[src/common/urfc_pkg.sv]
/*
   Constants, types and helpers of the UART rate generator and frame check.
   Assumes one system clock and word-indexed register addressing.
*/
package urfc_pkg;

   localparam int unsigned ADR_W           = 12;
   localparam int unsigned DAT_W           = 32;
   localparam int unsigned CNT_W           = 8;
   localparam int unsigned PRESCALE_DIV    = 6;

   // Register indices; byte address is four times the index
   localparam logic [7:0] IDX_RELOAD      = 8'h9A;
   localparam logic [7:0] IDX_CONTROL     = 8'h9B;
   localparam logic [7:0] IDX_SERIAL      = 8'h9C;
   localparam logic [7:0] IDX_POWER       = 8'h9D;
   localparam logic [7:0] IDX_TIMER2      = 8'h9E;
   localparam logic [7:0] IDX_COUNT       = 8'h9F;

   // Control register fields
   localparam int unsigned CTL_SRC        = 0;
   localparam int unsigned CTL_SPEED      = 1;
   localparam int unsigned CTL_RX_SEL     = 2;
   localparam int unsigned CTL_TX_SEL     = 3;
   localparam int unsigned CTL_RUN        = 4;
   localparam int unsigned CTL_W          = 5;
   // Serial control, power control and timer 2 fields
   localparam int unsigned SER_HIGH       = 7;
   localparam int unsigned SER_LOW        = 6;
   localparam int unsigned PWR_VIEW       = 6;
   localparam int unsigned PWR_DOUBLER    = 7;
   localparam int unsigned T2_TX          = 0;
   localparam int unsigned T2_RX          = 1;

   // Reset values and counter constants
   localparam logic [7:0] RESET_RELOAD    = 8'h00;
   localparam logic [4:0] RESET_CONTROL   = 5'h00;
   localparam logic [7:0] COUNT_ALL_ONES  = 8'hFF;
   localparam logic [2:0] PRESCALE_LAST   = 3'(PRESCALE_DIV - 1);

   typedef enum logic [3:0] {
      URFC_SRC_T1  = 4'h1,
      URFC_SRC_T2  = 4'h2,
      URFC_SRC_GEN = 4'h4
   } urfc_src_t;

   // Generator select overrides the timer 2 select
   function automatic urfc_src_t urfc_pick(input logic gen_sel, input logic t2_sel);
      if (gen_sel)
         return URFC_SRC_GEN;
      else if (t2_sel)
         return URFC_SRC_T2;
      else
         return URFC_SRC_T1;
   endfunction

   function automatic logic urfc_raw(input urfc_src_t src, input logic gen_ovf,
                                     input logic t1_ovf, input logic t2_ovf);
      case (src)
         URFC_SRC_GEN: return gen_ovf;
         URFC_SRC_T2:  return t2_ovf;
         default:      return t1_ovf;
      endcase
   endfunction

endpackage

[src/common/urfc_gen_if.sv]
/*
   Carrier between the top, the rate counter and the clock selector.
   Assumes all signals live in the system clock domain.
*/
`timescale 1ns/1ns
interface urfc_gen_if;
   logic       run;
   logic       fast;
   logic [7:0] reload;
   logic [7:0] count;
   logic       ovf;
   modport gen (input run, input fast, input reload, output count, output ovf);
   modport ctl (output run, output fast, output reload, input count, input ovf);
   modport sel (input ovf);
endinterface

[src/rtl/urfc_rate_counter.sv]
/*
   Eight-bit reload counter with optional divide-by-six prescaler.
   Assumes run, fast and reload come from registers on clk_sys.
*/
`timescale 1ns/1ns
module urfc_rate_counter
   import urfc_pkg::*;
(
   input  wire logic clk_sys,
   input  wire logic rst,
   urfc_gen_if.gen   gen
);

   logic [2:0] presc;
   logic       step;

   // Count enable, no timer prescaler involved
   assign step = gen.run && (gen.fast || presc == PRESCALE_LAST);

   always_ff @(posedge clk_sys) begin
      if (rst)
         presc <= 3'h0;
      else if (gen.run && !gen.fast)
         presc <= (presc == PRESCALE_LAST) ? 3'h0 : 3'(presc + 3'h1);
   end

   always_ff @(posedge clk_sys) begin
      if (rst) begin
         gen.count <= 8'h00;
         gen.ovf   <= 1'b0;
      end else begin
         gen.ovf <= step && gen.count == COUNT_ALL_ONES;
         if (step) begin
            if (gen.count == COUNT_ALL_ONES)
               gen.count <= gen.reload;
            else
               gen.count <= 8'(gen.count + 8'h01);
         end
      end
   end

endmodule // urfc_rate_counter

[src/rtl/urfc_clock_select.sv]
/*
   Picks transmit, receive and shift-mode bit ticks from the sources.
   Assumes all tick inputs are one-cycle pulses on clk_sys.
*/
`timescale 1ns/1ns
module urfc_clock_select
   import urfc_pkg::*;
(
   input  wire logic       clk_sys,
   input  wire logic       rst,
   urfc_gen_if.sel         gen,
   input  wire logic       t1_ovf,
   input  wire logic       t2_ovf,
   input  wire logic       fixed_tick,
   input  wire logic       tx_gen_sel,
   input  wire logic       rx_gen_sel,
   input  wire logic       tx_t2_sel,
   input  wire logic       rx_t2_sel,
   input  wire logic       src_sel,
   input  wire logic [1:0] mode,
   input  wire logic       doubler,
   output logic            tx_sel_tick,
   output logic            rx_sel_tick,
   output logic            m0_sel_tick
);

   urfc_src_t tx_src;
   urfc_src_t rx_src;
   logic      tx_raw;
   logic      rx_raw;
   logic      tx_half;
   logic      rx_half;

   assign tx_src = urfc_pick(tx_gen_sel, tx_t2_sel);
   assign rx_src = urfc_pick(rx_gen_sel, rx_t2_sel);
   assign tx_raw = urfc_raw(tx_src, gen.ovf, t1_ovf, t2_ovf);
   assign rx_raw = urfc_raw(rx_src, gen.ovf, t1_ovf, t2_ovf);

   // Halve the generator and timer 1 rates unless doubled
   always_ff @(posedge clk_sys) begin
      if (rst)
         tx_half <= 1'b0;
      else if (tx_raw && tx_src != URFC_SRC_T2 && !doubler)
         tx_half <= !tx_half;
   end

   always_ff @(posedge clk_sys) begin
      if (rst)
         rx_half <= 1'b0;
      else if (rx_raw && rx_src != URFC_SRC_T2 && !doubler)
         rx_half <= !rx_half;
   end

   // Generator in modes 1 and 3 and, with the source bit set, shift mode 0; fixed rate in mode 2
   always_comb begin
      tx_sel_tick = 1'b0;
      rx_sel_tick = 1'b0;
      if (mode[0]) begin
         tx_sel_tick = tx_raw && (tx_src == URFC_SRC_T2 || doubler || tx_half);
         rx_sel_tick = rx_raw && (rx_src == URFC_SRC_T2 || doubler || rx_half);
      end else if (mode[1]) begin
         tx_sel_tick = fixed_tick;
         rx_sel_tick = fixed_tick;
      end
      m0_sel_tick = src_sel ? gen.ovf : fixed_tick;
   end

endmodule // urfc_clock_select

[src/rtl/urfc_top.sv]
/*
   UART rate generator and framing error flag with a Wishbone slave.
   Assumes a classic Wishbone master and receiver pulses on clk_sys.
*/
`timescale 1ns/1ns
// Functional notes
// - Rate generator is an eight-bit up-counter reloading from the reload register.
// - On wrap from all ones, load the reload value and count on.
// - Generator counts only while run is set; clear stops, set restarts.
// - Speed clear counts system clock over six; set counts every clock.
// - No timer prescaler effect; bit rate depends on the doubler bit.
// - Modes 1 and 3: rate is doubler-scaled clock over 32 times wrap.
// - Generator clocks modes 1 and 3, and mode 0 when the source bit is set, never the fixed mode 2.
// - Transmit select set uses generator; clear uses timer 1 or 2.
// - Receive select set uses generator; clear uses timer 1 or 2.
// - Generator selects override timer 2 selects, each direction independent.
// - Mode-0 source set clocks shift mode from generator, else fixed source.
// - Receiver checks each frame's stop bit; missing sets framing error.
// - Serial bit 7 is framing error when view set, else mode bit.
// - Framing error is sticky; only a software zero write while visible clears.
// - Framing error sets regardless of the view select bit.
// - With generator select clear, timer 2 select picks timer 2 else 1.
module urfc_top
   import urfc_pkg::*;
(
   input  wire logic             clk_sys,
   input  wire logic             rst,
   input  wire logic             wb_cyc_i,
   input  wire logic             wb_stb_i,
   input  wire logic             wb_we_i,
   input  wire logic [ADR_W-1:0] wb_adr_i,
   input  wire logic [3:0]       wb_sel_i,
   input  wire logic [DAT_W-1:0] wb_dat_i,
   output logic      [DAT_W-1:0] wb_dat_o,
   output logic                  wb_ack_o,
   input  wire logic             t1_ovf,
   input  wire logic             t2_ovf,
   input  wire logic             fixed_tick,
   input  wire logic             frame_end,
   input  wire logic             stop_bit,
   output logic                  tx_tick,
   output logic                  rx_tick,
   output logic                  mode0_tick,
   output logic      [1:0]       serial_mode,
   output logic                  rate_doubler
);

   ////////////////////////////////////////////////////////////////////////////////
   // Declarations

   urfc_gen_if gen_bus ();

   logic [CNT_W-1:0] rate_reload_value;
   logic [CTL_W-1:0] rate_generator_control;
   logic             serial_mode_high_bit;
   logic             serial_mode_low_bit;
   logic             error_view_select;
   logic             timer2_transmit_select;
   logic             timer2_receive_select;
   logic             framing_error_flag;
   logic             next_framing_error_flag;
   logic             frame_bad;
   logic             req;
   logic             wr;
   logic             adr_ok;
   logic [7:0]       idx;
   logic [7:0]       wbyte;
   logic [7:0]       rbyte;
   logic             tx_sel_tick;
   logic             rx_sel_tick;
   logic             m0_sel_tick;

   ////////////////////////////////////////////////////////////////////////////////
   // Bus decode

   assign req    = wb_cyc_i && wb_stb_i;
   assign idx    = wb_adr_i[9:2];
   assign adr_ok = wb_adr_i[ADR_W-1:10] == 2'h0 && wb_adr_i[1:0] == 2'h0;
   assign wr     = req && wb_we_i && wb_ack_o && wb_sel_i[0] && adr_ok;
   assign wbyte  = wb_dat_i[7:0];

   always_ff @(posedge clk_sys) begin
      if (rst)
         wb_ack_o <= 1'b0;
      else
         wb_ack_o <= req && !wb_ack_o;
   end

   always_comb begin
      rbyte = 8'h00;
      if (adr_ok) begin
         case (idx)
            IDX_RELOAD:  rbyte = rate_reload_value;
            IDX_CONTROL: rbyte = {3'h0, rate_generator_control};
            IDX_SERIAL: begin
               rbyte[SER_HIGH] = error_view_select ? framing_error_flag
                                                   : serial_mode_high_bit;
               rbyte[SER_LOW]  = serial_mode_low_bit;
            end
            IDX_POWER: begin
               rbyte[PWR_DOUBLER] = rate_doubler;
               rbyte[PWR_VIEW]    = error_view_select;
            end
            IDX_TIMER2: begin
               rbyte[T2_TX] = timer2_transmit_select;
               rbyte[T2_RX] = timer2_receive_select;
            end
            IDX_COUNT:   rbyte = gen_bus.count;
            default:     rbyte = 8'h00;
         endcase
      end
   end

   always_ff @(posedge clk_sys) begin
      if (rst)
         wb_dat_o <= '0;
      else if (req && !wb_ack_o)
         wb_dat_o <= {24'h000000, rbyte};
   end

   ////////////////////////////////////////////////////////////////////////////////
   // Generator registers

   always_ff @(posedge clk_sys) begin
      if (rst)
         rate_reload_value <= RESET_RELOAD;
      else if (wr && idx == IDX_RELOAD)
         rate_reload_value <= wbyte;
   end

   always_ff @(posedge clk_sys) begin
      if (rst)
         rate_generator_control <= RESET_CONTROL;
      else if (wr && idx == IDX_CONTROL)
         rate_generator_control <= wbyte[CTL_W-1:0];
   end

   always_ff @(posedge clk_sys) begin
      if (rst) begin
         rate_doubler      <= 1'b0;
         error_view_select <= 1'b0;
      end else if (wr && idx == IDX_POWER) begin
         rate_doubler      <= wbyte[PWR_DOUBLER];
         error_view_select <= wbyte[PWR_VIEW];
      end
   end

   always_ff @(posedge clk_sys) begin
      if (rst) begin
         timer2_transmit_select <= 1'b0;
         timer2_receive_select  <= 1'b0;
      end else if (wr && idx == IDX_TIMER2) begin
         timer2_transmit_select <= wbyte[T2_TX];
         timer2_receive_select  <= wbyte[T2_RX];
      end
   end

   ////////////////////////////////////////////////////////////////////////////////
   // Serial mode bits and framing error

   always_ff @(posedge clk_sys) begin
      if (rst) begin
         serial_mode_high_bit <= 1'b0;
         serial_mode_low_bit  <= 1'b0;
      end else if (wr && idx == IDX_SERIAL) begin
         if (!error_view_select)
            serial_mode_high_bit <= wbyte[SER_HIGH];
         serial_mode_low_bit <= wbyte[SER_LOW];
      end
   end

   assign frame_bad = frame_end && !stop_bit;

   // Hardware set wins over a software clear in the same cycle
   always_comb begin
      next_framing_error_flag = framing_error_flag;
      if (wr && idx == IDX_SERIAL && error_view_select)
         next_framing_error_flag = wbyte[SER_HIGH];
      if (frame_bad)
         next_framing_error_flag = 1'b1;
   end

   always_ff @(posedge clk_sys) begin
      if (rst)
         framing_error_flag <= 1'b0;
      else
         framing_error_flag <= next_framing_error_flag;
   end

   always_ff @(posedge clk_sys) begin
      if (rst)
         serial_mode <= 2'h0;
      else
         serial_mode <= {serial_mode_high_bit, serial_mode_low_bit};
   end

   ////////////////////////////////////////////////////////////////////////////////
   // Counter and clock selection

   assign gen_bus.run    = rate_generator_control[CTL_RUN];
   assign gen_bus.fast   = rate_generator_control[CTL_SPEED];
   assign gen_bus.reload = rate_reload_value;

   urfc_rate_counter u_counter (
      .clk_sys (clk_sys),
      .rst     (rst),
      .gen     (gen_bus.gen)
   );

   urfc_clock_select u_select (
      .clk_sys     (clk_sys),
      .rst         (rst),
      .gen         (gen_bus.sel),
      .t1_ovf      (t1_ovf),
      .t2_ovf      (t2_ovf),
      .fixed_tick  (fixed_tick),
      .tx_gen_sel  (rate_generator_control[CTL_TX_SEL]),
      .rx_gen_sel  (rate_generator_control[CTL_RX_SEL]),
      .tx_t2_sel   (timer2_transmit_select),
      .rx_t2_sel   (timer2_receive_select),
      .src_sel     (rate_generator_control[CTL_SRC]),
      .mode        (serial_mode),
      .doubler     (rate_doubler),
      .tx_sel_tick (tx_sel_tick),
      .rx_sel_tick (rx_sel_tick),
      .m0_sel_tick (m0_sel_tick)
   );

   always_ff @(posedge clk_sys) begin
      if (rst) begin
         tx_tick    <= 1'b0;
         rx_tick    <= 1'b0;
         mode0_tick <= 1'b0;
      end else begin
         tx_tick    <= tx_sel_tick;
         rx_tick    <= rx_sel_tick;
         mode0_tick <= m0_sel_tick;
      end
   end

   ////////////////////////////////////////////////////////////////////////////////
   // Checks

   a_wrap_reload: assert property (@(posedge clk_sys) disable iff (rst)
      gen_bus.ovf |-> gen_bus.count == $past(gen_bus.reload))
      else $error("counter did not reload on wrap");

   a_stop_hold: assert property (@(posedge clk_sys) disable iff (rst)
      (!gen_bus.run && $past(!gen_bus.run)) |-> ($stable(gen_bus.count) && !gen_bus.ovf))
      else $error("stopped counter moved");

   a_fast_step: assert property (@(posedge clk_sys) disable iff (rst)
      (gen_bus.run && gen_bus.fast && gen_bus.count != COUNT_ALL_ONES)
         |=> gen_bus.count == 8'($past(gen_bus.count) + 8'h01))
      else $error("fast counter missed a step");

   a_slow_rate: assert property (@(posedge clk_sys) disable iff (rst)
      (gen_bus.run && !gen_bus.fast && gen_bus.count != COUNT_ALL_ONES
         && $changed(gen_bus.count)) ##1 (gen_bus.run && !gen_bus.fast)[*5]
         |-> $stable(gen_bus.count))
      else $error("slow counter ran faster than one sixth");

   a_reload_quiet: assert property (@(posedge clk_sys) disable iff (rst)
      (wr && idx == IDX_RELOAD && !gen_bus.run) |=> $stable(gen_bus.count))
      else $error("reload write disturbed the count");

   a_fe_set: assert property (@(posedge clk_sys) disable iff (rst)
      frame_bad |=> framing_error_flag ##1 (framing_error_flag || $past(wr)))
      else $error("framing error not flagged");

   a_fe_sticky: assert property (@(posedge clk_sys) disable iff (rst)
      (framing_error_flag && !(wr && idx == IDX_SERIAL && error_view_select))
         |=> framing_error_flag)
      else $error("framing error cleared without software");

   a_view_read: assert property (@(posedge clk_sys) disable iff (rst)
      (req && !wb_ack_o && !wb_we_i && adr_ok && idx == IDX_SERIAL && error_view_select)
         |=> wb_dat_o[SER_HIGH] == $past(framing_error_flag))
      else $error("serial bit 7 did not show the error flag");

   a_tx_gen: assert property (@(posedge clk_sys) disable iff (rst)
      (serial_mode[0] && rate_generator_control[CTL_TX_SEL] && rate_doubler
         && gen_bus.ovf) |=> tx_tick)
      else $error("generator did not clock transmit");

   a_rx_timer2: assert property (@(posedge clk_sys) disable iff (rst)
      (serial_mode[0] && !rate_generator_control[CTL_RX_SEL] && timer2_receive_select
         && t2_ovf) |=> rx_tick)
      else $error("timer 2 did not clock receive");

   a_mode0_src: assert property (@(posedge clk_sys) disable iff (rst)
      (rate_generator_control[CTL_SRC] && gen_bus.ovf) |=> mode0_tick)
      else $error("generator did not clock shift mode");

   a_ack_once: assert property (@(posedge clk_sys) disable iff (rst)
      wb_ack_o |=> !wb_ack_o)
      else $error("ack held longer than one cycle");

   a_ack_reply: assert property (@(posedge clk_sys) disable iff (rst)
      (req && !wb_ack_o) |=> wb_ack_o)
      else $error("request not acknowledged");

   a_wrap_source: assert property (@(posedge clk_sys) disable iff (rst)
      gen_bus.ovf |-> ($past(gen_bus.count) == COUNT_ALL_ONES && $past(gen_bus.run)))
      else $error("overflow without a wrap");

   a_rx_gen: assert property (@(posedge clk_sys) disable iff (rst)
      (serial_mode[0] && rate_generator_control[CTL_RX_SEL] && rate_doubler
         && gen_bus.ovf) |=> rx_tick)
      else $error("generator did not clock receive");

   a_tx_timer2: assert property (@(posedge clk_sys) disable iff (rst)
      (serial_mode[0] && !rate_generator_control[CTL_TX_SEL] && timer2_transmit_select
         && t2_ovf) |=> tx_tick)
      else $error("timer 2 did not clock transmit");

   a_tx_timer1: assert property (@(posedge clk_sys) disable iff (rst)
      (serial_mode[0] && !rate_generator_control[CTL_TX_SEL] && !timer2_transmit_select
         && rate_doubler && t1_ovf) |=> tx_tick)
      else $error("timer 1 did not clock transmit");

   a_mode0_quiet: assert property (@(posedge clk_sys) disable iff (rst)
      (serial_mode == 2'h0) |=> (!tx_tick && !rx_tick))
      else $error("transfer ticks in shift mode");

   a_mode2_fixed: assert property (@(posedge clk_sys) disable iff (rst)
      (serial_mode == 2'h2)
         |=> (tx_tick == $past(fixed_tick) && rx_tick == $past(fixed_tick)))
      else $error("mode 2 not on the fixed rate");

   a_mode0_fixed: assert property (@(posedge clk_sys) disable iff (rst)
      (!rate_generator_control[CTL_SRC] && fixed_tick) |=> mode0_tick)
      else $error("fixed source did not clock shift mode");

   a_fe_clear: assert property (@(posedge clk_sys) disable iff (rst)
      (wr && idx == IDX_SERIAL && error_view_select && !wbyte[SER_HIGH] && !frame_bad)
         |=> !framing_error_flag)
      else $error("error flag clear lost");

   a_mode_write: assert property (@(posedge clk_sys) disable iff (rst)
      (wr && idx == IDX_SERIAL && !error_view_select)
         |=> serial_mode_high_bit == $past(wbyte[SER_HIGH]))
      else $error("mode bit write lost");

   a_mode_guard: assert property (@(posedge clk_sys) disable iff (rst)
      (wr && idx == IDX_SERIAL && error_view_select) |=> $stable(serial_mode_high_bit))
      else $error("flag write changed the mode bit");

endmodule // urfc_top

[config.mk]
export PLATFORM = sky130hd
export DESIGN_NAME = urfc_top
export DESIGN_NICKNAME = d
export VERILOG_FILES = /design/src/common/urfc_pkg.sv /design/src/common/urfc_gen_if.sv /design/src/rtl/urfc_rate_counter.sv /design/src/rtl/urfc_clock_select.sv /design/src/rtl/urfc_top.sv
export SDC_FILE = /design/constraint.sdc
export NUM_CORES = 1
export LEC_CHECK = 0
export CORE_UTILIZATION = 42
export DETAILED_ROUTE_END_ITERATION = 16
export DONT_BUFFER_PORTS = 1
export HOLD_SLACK_MARGIN = 0.1
export PLACE_DENSITY = 0.52
export SETUP_SLACK_MARGIN = 0.2
export SYNTH_ARGS = -nofsm -noshare
export SYNTH_HDL_FRONTEND = slang
export SYNTH_SLANG_ARGS = --single-unit
[constraint.sdc]
create_clock -name clk_sys -period 2.8 [get_ports clk_sys]
set_input_delay 0.14 -clock clk_sys [delete_from_list [all_inputs] [get_ports clk_sys]]
set_output_delay 0.14 -clock clk_sys [all_outputs]
set_load 0.02 [all_outputs]
==> reports/summary.txt <==
die area - 0.00629 mm2
die width - 79.3 um
CP bufs+invs - 1
Vias/cell - 5.68
Initial Util - 44.5%
Top Usage Layer GRT - met2
Post-CTS Setup Bufs - 0
Slew @ Worst Pin - 699 ps
Syn Area/Cell - 8.37 um2
RSZ-0062 raised after global routing - no
mapped cell area - 0.00251 mm2
synth warn - 0
CP Launch Point - wb_ack_o
M1 GR Usage - 30.3%
Startpoint Class - flip-flop
All-Layer GR Usage - 21.9%
Crit Reg-Reg Startpoint - wb_ack_o
clk slew on worst S/H paths - 100 ps
setup TNS - 0 ps
met3 usage - 3.91%
core area - 0.00564 mm2
initial antenna violation count - 0
post-synth cell types - 48
critical path's top delay family - simple AND/OR/NAND/NOR gates
DR DRC count - 0
Num Clock Sinks - 48
Final Non-Filler Cells - 387
CTS max path bufs - 2
Top FF cell, synth - dfxtp_1
Layout area overhead - 11.9%
post-DR wirelength/cell - 16.3 um
crit-path max cell delay - 650 ps
worst-skew pair later-pin latency - 310 ps
pins over their slew limit - 0
slew margin rel. - 53.0%
CTS tree - built
WP depth - 5
Post-synth EDFFs - 0
drt first pass iters - 4
first-pass GRT wire length - 10600 um
final hold violations - 0
met2 global-route usage - 33.5%
Initial DRC Count - 124
Yosys reg bits - 48
number of global-route vias before repair - 2110
die height - 79.3 um
FP Rows - 27
Register-to-Register Path Depth - 5
H-tree depth - 2
status - complete, no violations
layout cells sized above 1 - 7.62%
I/O pins - 97
Max VDD drop - 0.196 mV
crit path time final - 2470 ps
antenna cells - 0
r2r setup slk - 330 ps
Post-Syn Instances - 300
CP Class - flip-flop to flip-flop
Nets - 373
commonest non-fill, non-tap cell in the layout - dfxtp_1
Buffers on Ports - 0
Seq/Total Area, Yosys - 38.3%
slowest stage cell, crit path - or4_4
via count - 2197
crit-path max FO - 21
critical-path cell list - nand3_1 -> or4_4 -> or3_1 -> a31oi_1 -> dlygate4sd3_1
worst flop-to-flop path endpoint - framing_error_flag
type of the worst min-delay path - input pin to flip-flop
pin count of the biggest net entering global routing - 47
most frequent cells in the layout - dfxtp_1, a21oi_1, o21ai_0, conb_1
Max Cap Viol - 0
placed cells - 356
Routability Congestion - 0.803
Highest Clock Rate - 406 MHz
required time worst endpoint - 3050 ps
global route overflow - 0
Post-DP HPWL - 4110 um
routed wire length - 6320 um
root buf cell - clkbuf_8
period utilization - 88.1%
Final Setup Violations - 0
Async SR Flop Fraction - 0%
CP Capture Point - framing_error_flag
Final Skew - 10.9 ps
clock buffers created by TritonCTS - 5
CP arrival - 2720 ps
Power per Cell Area - 466 mW/mm2
Post-DRT Antenna Nets - 0
Leak Pwr - 0.958 nW
CP endpoint kind - flip-flop
[power by group]
part | internal [W] | switching, W
Combinational | 0.0000381 | 0.0000720
Clock | 0.000265 | 0.000243
Sequential | 0.000687 | 0.00000474
[metrics by stage]
stage               utilization (%)  worst slack [ps]  area (um2)  hold WS [ps]  total power, W
finish                         49.8               334        2810          88.1         0.00131
global route                   49.8               207        2810           105         0.00136
CTS                            49.3               205        2780           118         0.00133
detailed placement             43.5               800        2450           217        0.000776
global placement               43.5               798        2450           215        0.000776
floorplan                         -               967        2600           284        0.000813
[worst reg2reg max path, delay by kind of cell (launching register included)]
family | cells | cell delay [ps]
buffers and inverters | 1 | 560
AO/OA/AOI/OAI | 1 | 150
AND/OR/NAND/NOR | 3 | 1220
flip-flops | 1 | 480
[layout make-up]
class,instances,area [um2]
Clock buffer,5,68.8
Clock inverter,3,42.5
Fill cell,579,2830
Inverter,6,22.5
Multi-Input combinational cell,229,1380
Sequential cell,48,961
Tap cell,72,90.1
Timing Repair Buffer,24,248
[synth_stat cells (3+ instances only)]
library cell | number | area, um2
a31oi_1 | 4 | 25.0
nor3_1 | 3 | 15.0
nor2b_1 | 5 | 31.3
a21oi_1 | 33 | 165
inv_1 | 6 | 22.5
a22o_1 | 4 | 35.0
buf_4 | 24 | 180
nand2b_1 | 7 | 43.8
mux2_2 | 4 | 45.0
xnor2_1 | 3 | 26.3
nand4_1 | 7 | 43.8
nor2_1 | 22 | 82.6
nand3b_1 | 6 | 45.0
dfxtp_1 | 48 | 961
a32oi_1 | 6 | 52.6
o2111ai_1 | 3 | 26.3
and2_1 | 3 | 18.8
nand3_1 | 20 | 100
o32ai_1 | 3 | 26.3
o31ai_1 | 3 | 22.5
o21ai_0 | 24 | 120
nand2_1 | 15 | 56.3
clkbuf_1 | 12 | 45.0
[per-layer routing]
metal	share of wire [%]	wire, um
met1	48	3030
met2	44	2780
met3	6.1	386
met4	2.0	126
met5	0	0
[kinds of logic (layout without fill, tap and decap cells)]
kind of cell    count (synthesis)  after routing  share of synthesized area, %
xor+xnor                        3              3                          1.05
flops                          48             48                          38.3
other cells                     1             24                         0.149
simple gates                  102            102                          22.8
fa+ha+maj                       1              1                         0.498
mux                             8              8                          4.38
buf+inv                        46             38                          10.6
compound gates                 91             91                          22.3
[flip-flops by register name, indices dropped and copies added (netlist names), 2 cells and up]
register	cells
wb_dat_o	8
u_counter.gen.count	8
serial_mode	2
gen_bus.reload	8
u_counter.presc	3
rate_generator_control	5
[worst min-delay path by stage]
stage	to	depth (start not counted)	start	slack, ps
6_report	gen_bus.reload[1]	3	wb_adr_i[2]	90
5_1_grt	gen_bus.reload[7]	3	wb_adr_i[2]	110
4_1_cts	rx_tick	2	t2_ovf	120
3_5_place_dp	rate_generator_control[2]	1	rst	220
3_3_place_gp	u_counter.gen.count[0]	1	rst	220
2_1_floorplan	mode0_tick	2	fixed_tick	280
[what timing repair did]
item	in CTS	in global routing
hold endpoints to repair	47	1
hold buffers	21	2
gates resized for setup	0	1
setup endpoints to repair	0	1
Power figures use the tool's default switching activity.
